$ cat src/doag_map.svh
`ifndef DOAG_MAP_SVH
`define DOAG_MAP_SVH

`define DOAG_AW        14
`define DOAG_DW        16
`define DOAG_PW        24
`define DOAG_XW        8
`define DOAG_NPTR      4

`define DOAG_KIND_IDX  2'h0
`define DOAG_KIND_MOD  2'h1
`define DOAG_KIND_LEN  2'h2

`define DOAG_OFS_GEN1  8'h00
`define DOAG_OFS_GEN2  8'h40
`define DOAG_OFS_CTRL  8'h80
`define DOAG_OFS_PX    8'h84
`define DOAG_OFS_STAT  8'h88

`define DOAG_CTRL_BREV 0
`define DOAG_RST_WORD  14'h0000
`define DOAG_RST_PX    8'h00

`endif

$ cat src/doag_pkg.sv
package doag_pkg;

  typedef logic [13:0] doag_addr_t;

  // one indirect access: pointer to use and modify register to apply
  typedef struct packed {
    logic       valid;
    logic [1:0] ptr;
    logic [1:0] mod;
  } doag_req_s;

  // software access to one generator register
  typedef struct packed {
    logic       en;
    logic [1:0] kind;
    logic [1:0] idx;
    doag_addr_t data;
  } doag_wr_s;

endpackage : doag_pkg

$ cat src/doag_agen.sv
`include "doag_map.svh"

module doag_agen #(
  parameter bit BITREV_OK = 1'b0
) (
  input  wire logic               clk,
  input  wire logic               srst,
  input  wire doag_pkg::doag_wr_s wr,
  input  wire doag_pkg::doag_req_s use_req,
  input  wire logic               bitrev_en,
  input  wire logic [1:0]         rd_kind,
  input  wire logic [1:0]         rd_idx,
  output doag_pkg::doag_addr_t    addr_out,
  output doag_pkg::doag_addr_t    rd_data
);

  doag_pkg::doag_addr_t idx_q  [`DOAG_NPTR];
  doag_pkg::doag_addr_t base_q [`DOAG_NPTR];
  doag_pkg::doag_addr_t mod_q  [`DOAG_NPTR];
  doag_pkg::doag_addr_t len_q  [`DOAG_NPTR];
  doag_pkg::doag_addr_t idx_d;
  doag_pkg::doag_addr_t cur;

  assign cur = idx_q[use_req.ptr];

  // post-modify; offset is kept signed so a negative step can wrap upward
  always_comb begin
    logic [15:0] off;
    logic [15:0] step;
    logic [15:0] noff;
    logic [15:0] len;
    off  = {2'h0, cur - base_q[use_req.ptr]};
    step = {{2{mod_q[use_req.mod][13]}}, mod_q[use_req.mod]};
    len  = {2'h0, len_q[use_req.ptr]};
    noff = off + step;
    if (len_q[use_req.ptr] == `DOAG_RST_WORD) begin
      idx_d = cur + mod_q[use_req.mod];
    end else begin
      if (noff[15]) begin
        noff = noff + len;
      end else if (noff >= len) begin
        noff = noff - len;
      end
      idx_d = base_q[use_req.ptr] + noff[13:0];
    end
  end

  // only the presented address is reversed, the pointer keeps normal order
  always_comb begin
    addr_out = cur;
    if (BITREV_OK && bitrev_en) begin
      for (int b = 0; b < `DOAG_AW; b++) begin
        addr_out[b] = cur[`DOAG_AW-1-b];
      end
    end
  end

  // software write wins over a hardware update of the same pointer
  always_ff @(posedge clk) begin
    if (srst) begin
      for (int i = 0; i < `DOAG_NPTR; i++) begin
        idx_q[i]  <= `DOAG_RST_WORD;
        base_q[i] <= `DOAG_RST_WORD;
      end
    end else begin
      if (use_req.valid) begin
        idx_q[use_req.ptr] <= idx_d;
      end
      if (wr.en && wr.kind == `DOAG_KIND_IDX) begin
        idx_q[wr.idx]  <= wr.data;
        base_q[wr.idx] <= wr.data;
      end
    end
  end

  always_ff @(posedge clk) begin
    if (srst) begin
      for (int i = 0; i < `DOAG_NPTR; i++) begin
        mod_q[i] <= `DOAG_RST_WORD;
        len_q[i] <= `DOAG_RST_WORD;
      end
    end else if (wr.en && wr.kind == `DOAG_KIND_MOD) begin
      mod_q[wr.idx] <= wr.data;
    end else if (wr.en && wr.kind == `DOAG_KIND_LEN) begin
      len_q[wr.idx] <= wr.data;
    end
  end

  always_comb begin
    case (rd_kind)
      `DOAG_KIND_IDX: rd_data = idx_q[rd_idx];
      `DOAG_KIND_MOD: rd_data = mod_q[rd_idx];
      `DOAG_KIND_LEN: rd_data = len_q[rd_idx];
      default:        rd_data = `DOAG_RST_WORD;
    endcase
  end

endmodule : doag_agen

$ cat src/doag_top.sv
// Operation
// each generator keeps four index, four modify and four length registers
// indirect access outputs the index, then adds the chosen modify register
// a nonzero length wraps the post-modified pointer inside its circular buffer
// serial port auto transfers use the same circular pointer logic
// first generator addresses data memory only, with optional bit reversal
// second generator drives program or data memory, never bit reversed
// both generators work together, one data and one program operand per cycle
// operand fetch and next instruction fetch complete in the same cycle
// writes to program memory put the register high, extension byte low
// data reads from program memory load the low byte into the extension
// five separate buses: program addr, program data, data addr, data data, result
// length zero means plain linear post-modify
// bit reversal affects only the presented address, not the stored pointer
//
// Design decisions made here: the APB interface to the registers and the placing of the registers.
`include "doag_map.svh"

module doag_top (
  input  wire logic                 clk,
  input  wire logic                 srst,
  // apb register port
  input  wire logic                 psel,
  input  wire logic                 penable,
  input  wire logic                 pwrite,
  input  wire logic [7:0]           paddr,
  input  wire logic [31:0]          pwdata,
  output logic [31:0]               prdata,
  output logic                      pready,
  output logic                      pslverr,
  // operand requests from the sequencer and the serial port
  input  wire doag_pkg::doag_req_s  data_side_address_generator_req,
  input  wire doag_pkg::doag_req_s  dual_side_address_generator_req,
  input  wire logic                 dual_side_address_generator_to_pm,
  input  wire logic                 dm_write,
  input  wire logic                 pm_write,
  input  wire doag_pkg::doag_req_s  sport_req,
  output logic                      sport_gnt,
  // result bus from the computational units
  input  wire logic [15:0]          result_bus,
  // instruction fetch path
  input  wire doag_pkg::doag_addr_t instr_addr,
  input  wire logic [23:0]          pm_fetch_data,
  output doag_pkg::doag_addr_t      pm_fetch_addr,
  output logic [23:0]               instr_word,
  // data memory buses
  output doag_pkg::doag_addr_t      data_mem_addr_bus,
  output logic                      dm_addr_vld,
  output logic                      dm_we,
  output logic [15:0]               data_mem_data_bus,
  // program memory operand buses
  output doag_pkg::doag_addr_t      prog_mem_addr_bus,
  output logic                      pm_addr_vld,
  output logic                      pm_we,
  output logic [23:0]               prog_mem_data_bus,
  input  wire logic [23:0]          pm_rdata,
  // operand read back into a 16-bit register
  output logic [15:0]               reg_load,
  output logic                      reg_load_vld
);

  logic                 wr_stb;
  logic                 setup;
  logic                 gen_space;
  logic                 hit;
  logic                 bitrev_q;
  logic [7:0]           program_extension_reg_q;
  logic [31:0]          prdata_q;
  logic                 pslverr_q;
  doag_pkg::doag_wr_s   wr1;
  doag_pkg::doag_wr_s   wr2;
  doag_pkg::doag_req_s  gen1_use;
  doag_pkg::doag_req_s  gen2_use;
  doag_pkg::doag_addr_t gen1_addr;
  doag_pkg::doag_addr_t gen2_addr;
  doag_pkg::doag_addr_t gen1_rd;
  doag_pkg::doag_addr_t gen2_rd;
  doag_pkg::doag_addr_t dm_addr_q;
  doag_pkg::doag_addr_t pm_addr_q;
  doag_pkg::doag_addr_t fetch_addr_q;
  logic [23:0]          instr_q;
  logic                 dm_vld_q;
  logic                 dm_we_q;
  logic [15:0]          dm_data_q;
  logic                 pm_vld_q;
  logic                 pm_we_q;
  logic [23:0]          pm_data_q;
  logic                 pm_rd_pend_q;
  logic                 pm_rd_data_q;
  logic [15:0]          reg_load_q;
  logic                 reg_load_vld_q;
  logic                 dm_from_gen1;
  logic                 dm_from_gen2;
  logic                 pm_from_gen2;

  // apb decode; zero wait states, read data captured in the setup cycle
  assign setup     = psel && !penable;
  assign wr_stb    = psel && penable && pwrite;
  assign gen_space = !paddr[7] && !paddr[1] && !paddr[0] && paddr[5:4] != 2'h3;
  always_comb begin
    hit = gen_space;
    if (paddr == `DOAG_OFS_CTRL || paddr == `DOAG_OFS_PX || paddr == `DOAG_OFS_STAT) begin
      hit = 1'b1;
    end
  end

  assign pready  = 1'b1;
  assign prdata  = prdata_q;
  assign pslverr = pslverr_q;

  always_comb begin
    wr1      = '0;
    wr1.kind = paddr[5:4];
    wr1.idx  = paddr[3:2];
    wr1.data = pwdata[13:0];
    wr2      = wr1;
    wr1.en   = wr_stb && gen_space && !paddr[6];
    wr2.en   = wr_stb && gen_space && paddr[6];
  end

  // error flag and read data both stand from one setup edge to the next
  always_ff @(posedge clk) begin
    if (srst) begin
      pslverr_q <= 1'b0;
    end else if (setup) begin
      pslverr_q <= !hit;
    end
  end

  always_ff @(posedge clk) begin
    if (srst) begin
      prdata_q <= 32'h0000_0000;
    end else if (setup) begin
      if (gen_space) begin
        prdata_q <= {18'h0_0000, paddr[6] ? gen2_rd : gen1_rd};
      end else if (paddr == `DOAG_OFS_CTRL) begin
        prdata_q <= {31'h0000_0000, bitrev_q};
      end else if (paddr == `DOAG_OFS_PX) begin
        prdata_q <= {24'h00_0000, program_extension_reg_q};
      end else if (paddr == `DOAG_OFS_STAT) begin
        prdata_q <= {2'h0, pm_addr_q, 2'h0, dm_addr_q};
      end else begin
        prdata_q <= 32'h0000_0000;
      end
    end
  end

  always_ff @(posedge clk) begin
    if (srst) begin
      bitrev_q <= 1'b0;
    end else if (wr_stb && paddr == `DOAG_OFS_CTRL) begin
      bitrev_q <= pwdata[`DOAG_CTRL_BREV];
    end
  end

  // the sequencer owns generator 1; the serial port gets it in idle cycles
  assign sport_gnt = sport_req.valid && !data_side_address_generator_req.valid;
  always_comb begin
    gen1_use = data_side_address_generator_req;
    if (!data_side_address_generator_req.valid) begin
      gen1_use = sport_req;
    end
  end
  // a dropped data access is no access, so its pointer must not move
  always_comb begin
    gen2_use = dual_side_address_generator_req;
    if (!dual_side_address_generator_to_pm && gen1_use.valid) begin
      gen2_use.valid = 1'b0;
    end
  end

  doag_agen #(
    .BITREV_OK (1'b1)
  ) u_data_side_address_generator (
    .clk       (clk),
    .srst      (srst),
    .wr        (wr1),
    .use_req   (gen1_use),
    .bitrev_en (bitrev_q),
    .rd_kind   (paddr[5:4]),
    .rd_idx    (paddr[3:2]),
    .addr_out  (gen1_addr),
    .rd_data   (gen1_rd)
  );

  doag_agen #(
    .BITREV_OK (1'b0)
  ) u_dual_side_address_generator (
    .clk       (clk),
    .srst      (srst),
    .wr        (wr2),
    .use_req   (gen2_use),
    .bitrev_en (1'b0),
    .rd_kind   (paddr[5:4]),
    .rd_idx    (paddr[3:2]),
    .addr_out  (gen2_addr),
    .rd_data   (gen2_rd)
  );

  // generator 1 has priority on the data bus; generator 2 falls back to it
  assign dm_from_gen1 = gen1_use.valid;
  assign dm_from_gen2 = gen2_use.valid && !dual_side_address_generator_to_pm && !gen1_use.valid;
  assign pm_from_gen2 = gen2_use.valid && dual_side_address_generator_to_pm;

  always_ff @(posedge clk) begin
    if (srst) begin
      dm_vld_q <= 1'b0;
      dm_we_q  <= 1'b0;
    end else begin
      dm_vld_q <= dm_from_gen1 || dm_from_gen2;
      dm_we_q  <= (dm_from_gen1 || dm_from_gen2) && dm_write;
    end
  end

  always_ff @(posedge clk) begin
    if (srst) begin
      dm_addr_q <= `DOAG_RST_WORD;
    end else if (dm_from_gen1) begin
      dm_addr_q <= gen1_addr;
    end else if (dm_from_gen2) begin
      dm_addr_q <= gen2_addr;
    end
  end

  // write data only moves on a write, the bus keeps the last stored word
  always_ff @(posedge clk) begin
    if (srst) begin
      dm_data_q <= 16'h0000;
    end else if ((dm_from_gen1 || dm_from_gen2) && dm_write) begin
      dm_data_q <= result_bus;
    end
  end

  // memory answers a cycle after the address, so the load waits one more stage
  always_ff @(posedge clk) begin
    if (srst) begin
      pm_vld_q     <= 1'b0;
      pm_we_q      <= 1'b0;
      pm_rd_pend_q <= 1'b0;
      pm_rd_data_q <= 1'b0;
    end else begin
      pm_vld_q     <= pm_from_gen2;
      pm_we_q      <= pm_from_gen2 && pm_write;
      pm_rd_pend_q <= pm_from_gen2 && !pm_write;
      pm_rd_data_q <= pm_rd_pend_q;
    end
  end

  always_ff @(posedge clk) begin
    if (srst) begin
      pm_addr_q <= `DOAG_RST_WORD;
    end else if (pm_from_gen2) begin
      pm_addr_q <= gen2_addr;
    end
  end

  always_ff @(posedge clk) begin
    if (srst) begin
      pm_data_q <= 24'h00_0000;
    end else if (pm_from_gen2 && pm_write) begin
      pm_data_q <= {result_bus, program_extension_reg_q};
    end
  end

  // separate fetch port so the instruction never waits for an operand
  always_ff @(posedge clk) begin
    if (srst) begin
      fetch_addr_q <= `DOAG_RST_WORD;
      instr_q      <= 24'h00_0000;
    end else begin
      fetch_addr_q <= instr_addr;
      instr_q      <= pm_fetch_data;
    end
  end

  // operand data arrives the cycle after its address; split into reg and extension
  always_ff @(posedge clk) begin
    if (srst) begin
      reg_load_q     <= 16'h0000;
      reg_load_vld_q <= 1'b0;
    end else begin
      reg_load_vld_q <= pm_rd_data_q;
      if (pm_rd_data_q) begin
        reg_load_q <= pm_rdata[23:8];
      end
    end
  end

  // hardware load wins over a software write in the same cycle
  always_ff @(posedge clk) begin
    if (srst) begin
      program_extension_reg_q <= `DOAG_RST_PX;
    end else if (pm_rd_data_q) begin
      program_extension_reg_q <= pm_rdata[7:0];
    end else if (wr_stb && paddr == `DOAG_OFS_PX) begin
      program_extension_reg_q <= pwdata[7:0];
    end
  end

  // five independent buses, none shared
  assign data_mem_addr_bus = dm_addr_q;
  assign dm_addr_vld       = dm_vld_q;
  assign dm_we             = dm_we_q;
  assign data_mem_data_bus = dm_data_q;
  assign prog_mem_addr_bus = pm_addr_q;
  assign pm_addr_vld       = pm_vld_q;
  assign pm_we             = pm_we_q;
  assign prog_mem_data_bus = pm_data_q;
  assign pm_fetch_addr     = fetch_addr_q;
  assign instr_word        = instr_q;
  assign reg_load          = reg_load_q;
  assign reg_load_vld      = reg_load_vld_q;

endmodule : doag_top

$ cat config.mk
export PLATFORM = sky130hd
export DESIGN_NAME = doag_top
export DESIGN_NICKNAME = d
export VERILOG_FILES = /design/src/doag_pkg.sv /design/src/doag_agen.sv /design/src/doag_top.sv
export VERILOG_INCLUDE_DIRS = /design/src
export SDC_FILE = /design/constraint.sdc
export NUM_CORES = 1
export LEC_CHECK = 0
export BUFFER_PORTS_ARGS = -buffer_cell sky130_fd_sc_hd__clkbuf_2
export CAP_MARGIN = 20
export CORE_AREA = 2 2 312 314
export CTS_CLUSTER_DIAMETER = 200
export CTS_CLUSTER_SIZE = 30
export DETAILED_ROUTE_END_ITERATION = 6
export DIE_AREA = 0 0 314 316
export GPL_TIMING_DRIVEN = 0
export REMOVE_ABC_BUFFERS = 1
export SETUP_SLACK_MARGIN = 0.05
export SKIP_CTS_REPAIR_TIMING = 1
export SLEW_MARGIN = 5
export SYNTH_ARGS = -nofsm -noshare
export SYNTH_HDL_FRONTEND = slang
export SYNTH_SLANG_ARGS = --single-unit
$ cat constraint.sdc
create_clock -name clk -period 11.9 [get_ports clk]
set_clock_uncertainty 0.05 [all_clocks]
set_input_delay 0.595 -clock clk [delete_from_list [all_inputs] [get_ports clk]]
set_output_delay 0.595 -clock clk [all_outputs]
set_load 0.02 [all_outputs]
==> results.json <==
{
  "status": "completed",
  "drv_slew": 0,
  "die_area_um2": 99200,
  "synth_area_um2": 36200,
  "worst-path-buf-inv": 2,
  "fin_ws_ns": 1.21,
  "slowest_delay_ns": 0.72,
  "first_iter_violations": 2926,
  "synth.avg_cell_area_um2": 11.0,
  "path_max_fanout": 25,
  "hp-start": "instr_addr[1]",
  "crit_top_cell": "o21ai_0",
  "antenna_found_initial": 15,
  "dp_worst_setup_slack_ns": 0.529,
  "slowest_stage": "mux4_2",
  "portBuffers": 279,
  "grt_pass1_vias": 26100,
  "overflow": 0,
  "drc": 0,
  "hold_violations": 0,
  "synth-edff-count": 448,
  "drtAntennaViolNets": 0,
  "viasPerCell": 5.85,
  "cp.arrival_ns": 10.99,
  "holdPathEnd": "pm_fetch_addr[1]",
  "worst_hold_path.num_cells": 2,
  "synth_cell_types": 83,
  "tritoncts": "done",
  "clock_sinks": 615,
  "fmax_mhz": 93.5,
  "synth-seq-cells": 615,
  "worst_pin_slew_ns": 1.04,
  "crit_family": "compound AO/OA/AOI/OAI gates",
  "clkTransAtPathRegs_ns": 0.12,
  "period_minus_slack_ns": 10.69,
  "ctsRootBufferMaster": "clkbuf_16",
  "yosys.area.top_type": "edfxtp_1",
  "timing.rr.end": "u_dual_side_address_generator.idx_q[1][13]",
  "gp_congestion": 0.894,
  "die_h_um": 316,
  "dr_total_vias": 27600,
  "fin_nets": 3728,
  "synth.area.top_cells": "edfxtp_1 37%, mux4_2 12%, dfxtp_1 9.2%, ha_1 5.5%, nor2_1 3.8%",
  "clockBufferDepth": 3,
  "grt.total_usage_pct": 24.0,
  "synth_cells": 3300,
  "io_pins": 303,
  "drt-total-wl_um": 122000,
  "syn_to_final_growth_pct": 9.86,
  "core_area_um2": 96000,
  "ys_warn_count": 0,
  "regToRegSetupSlack_ns": 1.58,
  "htreeDepth": 1,
  "end_kind": "register",
  "start_kind": "primary input",
  "first_pass_iters": 5,
  "rsz0062_at_grt": "false",
  "drive_above_1_share_pct": 17.4,
  "worstHoldPathType": "in -> reg",
  "synthArstFlopShare_pct": 0,
  "hold_slack_ns": 0.124,
  "grt_pass1_wl_um": 176000,
  "ys_seq_area_share_pct": 46.4,
  "synth_common_cells": "448 x edfxtp_1, 371 x nor2_1, 280 x nand2_1, 198 x a21oi_1, 197 x mux4_2",
  "finalSetupViolCount": 0,
  "initial_utilization_pct": 37.7,
  "synthFlopType": "edfxtp_1",
  "cp_data_required_time_ns": 12.20,
  "num_rows": 114,
  "grt_max_degree": 125,
  "wl_per_cell_um": 25.9,
  "yosysTopAreaCellShare_pct": 37.2,
  "cap_violations": 0,
  "dp_hpwl_um": 89000,
  "yosysMostFrequentCell": "edfxtp_1",
  "maxSlewHeadroom_pct": 31.0,
  "cts_made_buffers": 24,
  "worstSkewPairLatency_ns": 0.63,
  "die_w_um": 314,
  "period_share_pct": 89.8,
  "reg2regPathDepth": 44,
  "crit_type": "in -> reg",
  "r2r-start": "u_dual_side_address_generator.idx_q[3][0]"
}
[metal layers]
layer	up-vias	GRT usage, %	part of all wire [%]
met1	13700	31.2	40
met5	-	0	0.068
met2	1314	39.7	47
met3	197	4.58	9.1
li1	12400	-	-
met4	16	9.36	4.4
[through the flow]
stage               setup TNS (ns)  util, %  cells  area [um2]
floorplan                        0        -   3074       35300
global placement            -42.49     39.9   4629       38300
detailed placement               0     40.7   4663       39000
CTS                              0     41.4   4705       39700
global route                     0     41.4   4708       39800
finish                           0     41.4   4709       39800
[worst max path at each step]
stage                                                   from  cells after the start                                         end  slack [ns]
after global placement    data_side_address_generator_req[4]                     44  u_data_side_address_generator.idx_q[1][10]       -1.34
after detailed placement  dual_side_address_generator_req[2]                     44  u_dual_side_address_generator.idx_q[2][13]        0.53
after global routing      dual_side_address_generator_req[2]                     44  u_dual_side_address_generator.idx_q[0][12]        0.05
after floorplan           data_side_address_generator_req[4]                     40  u_data_side_address_generator.idx_q[1][13]        1.40
final                     dual_side_address_generator_req[2]                     44  u_dual_side_address_generator.idx_q[1][13]        1.21
after CTS                 dual_side_address_generator_req[2]                     44  u_dual_side_address_generator.idx_q[1][13]        1.15
[cell usage in the layout (no fill, tap or decap), drive strengths merged, types with 37 or more instances in the layout]
cell type	n
o21ai	94
xnor2	75
and3	101
o21bai	37
a21oi	198
nand2	280
mux4	197
o22ai	69
inv	181
a211oi	49
mux2i	81
nor2	371
and2	43
clkbuf	320
nor2b	74
a21o	81
ha	160
edfxtp	448
dfxtp	167
[state kept, by name, summed over array words and instances, names as in the netlist, 16 cells and up]
name,cells
u_dual_side_address_generator.len_q,56
instr_word,24
reg_load,16
u_data_side_address_generator.base_q,56
prog_mem_data_bus,24
u_dual_side_address_generator.idx_q,56
u_data_side_address_generator.idx_q,56
u_data_side_address_generator.len_q,56
prdata,28
data_mem_data_bus,16
u_dual_side_address_generator.base_q,56
u_dual_side_address_generator.mod_q,56
u_data_side_address_generator.mod_q,56
[cells by family after synthesis]
family	synth area share, %
flops	46.4
other cells	0.0208
fa+ha+maj	6.31
compound gates	12.8
mux	14.7
buf+inv	4.37
xor+xnor	2.52
simple gates	12.9
[cell type report]
class,instances,area [um2]
fill,9184,56200
multi-input combinational,2278,17900
sequential,615,16800
timing repair buffer,315,2020
tap,1276,1600
clock buffer,41,686
inverter,181,684
clock inverter,1,16.3
antenna,2,5.00
Power is left out: the tool's default activity adds up to more than one toggle a clock period on the data nets, which glitch-free logic cannot reach.
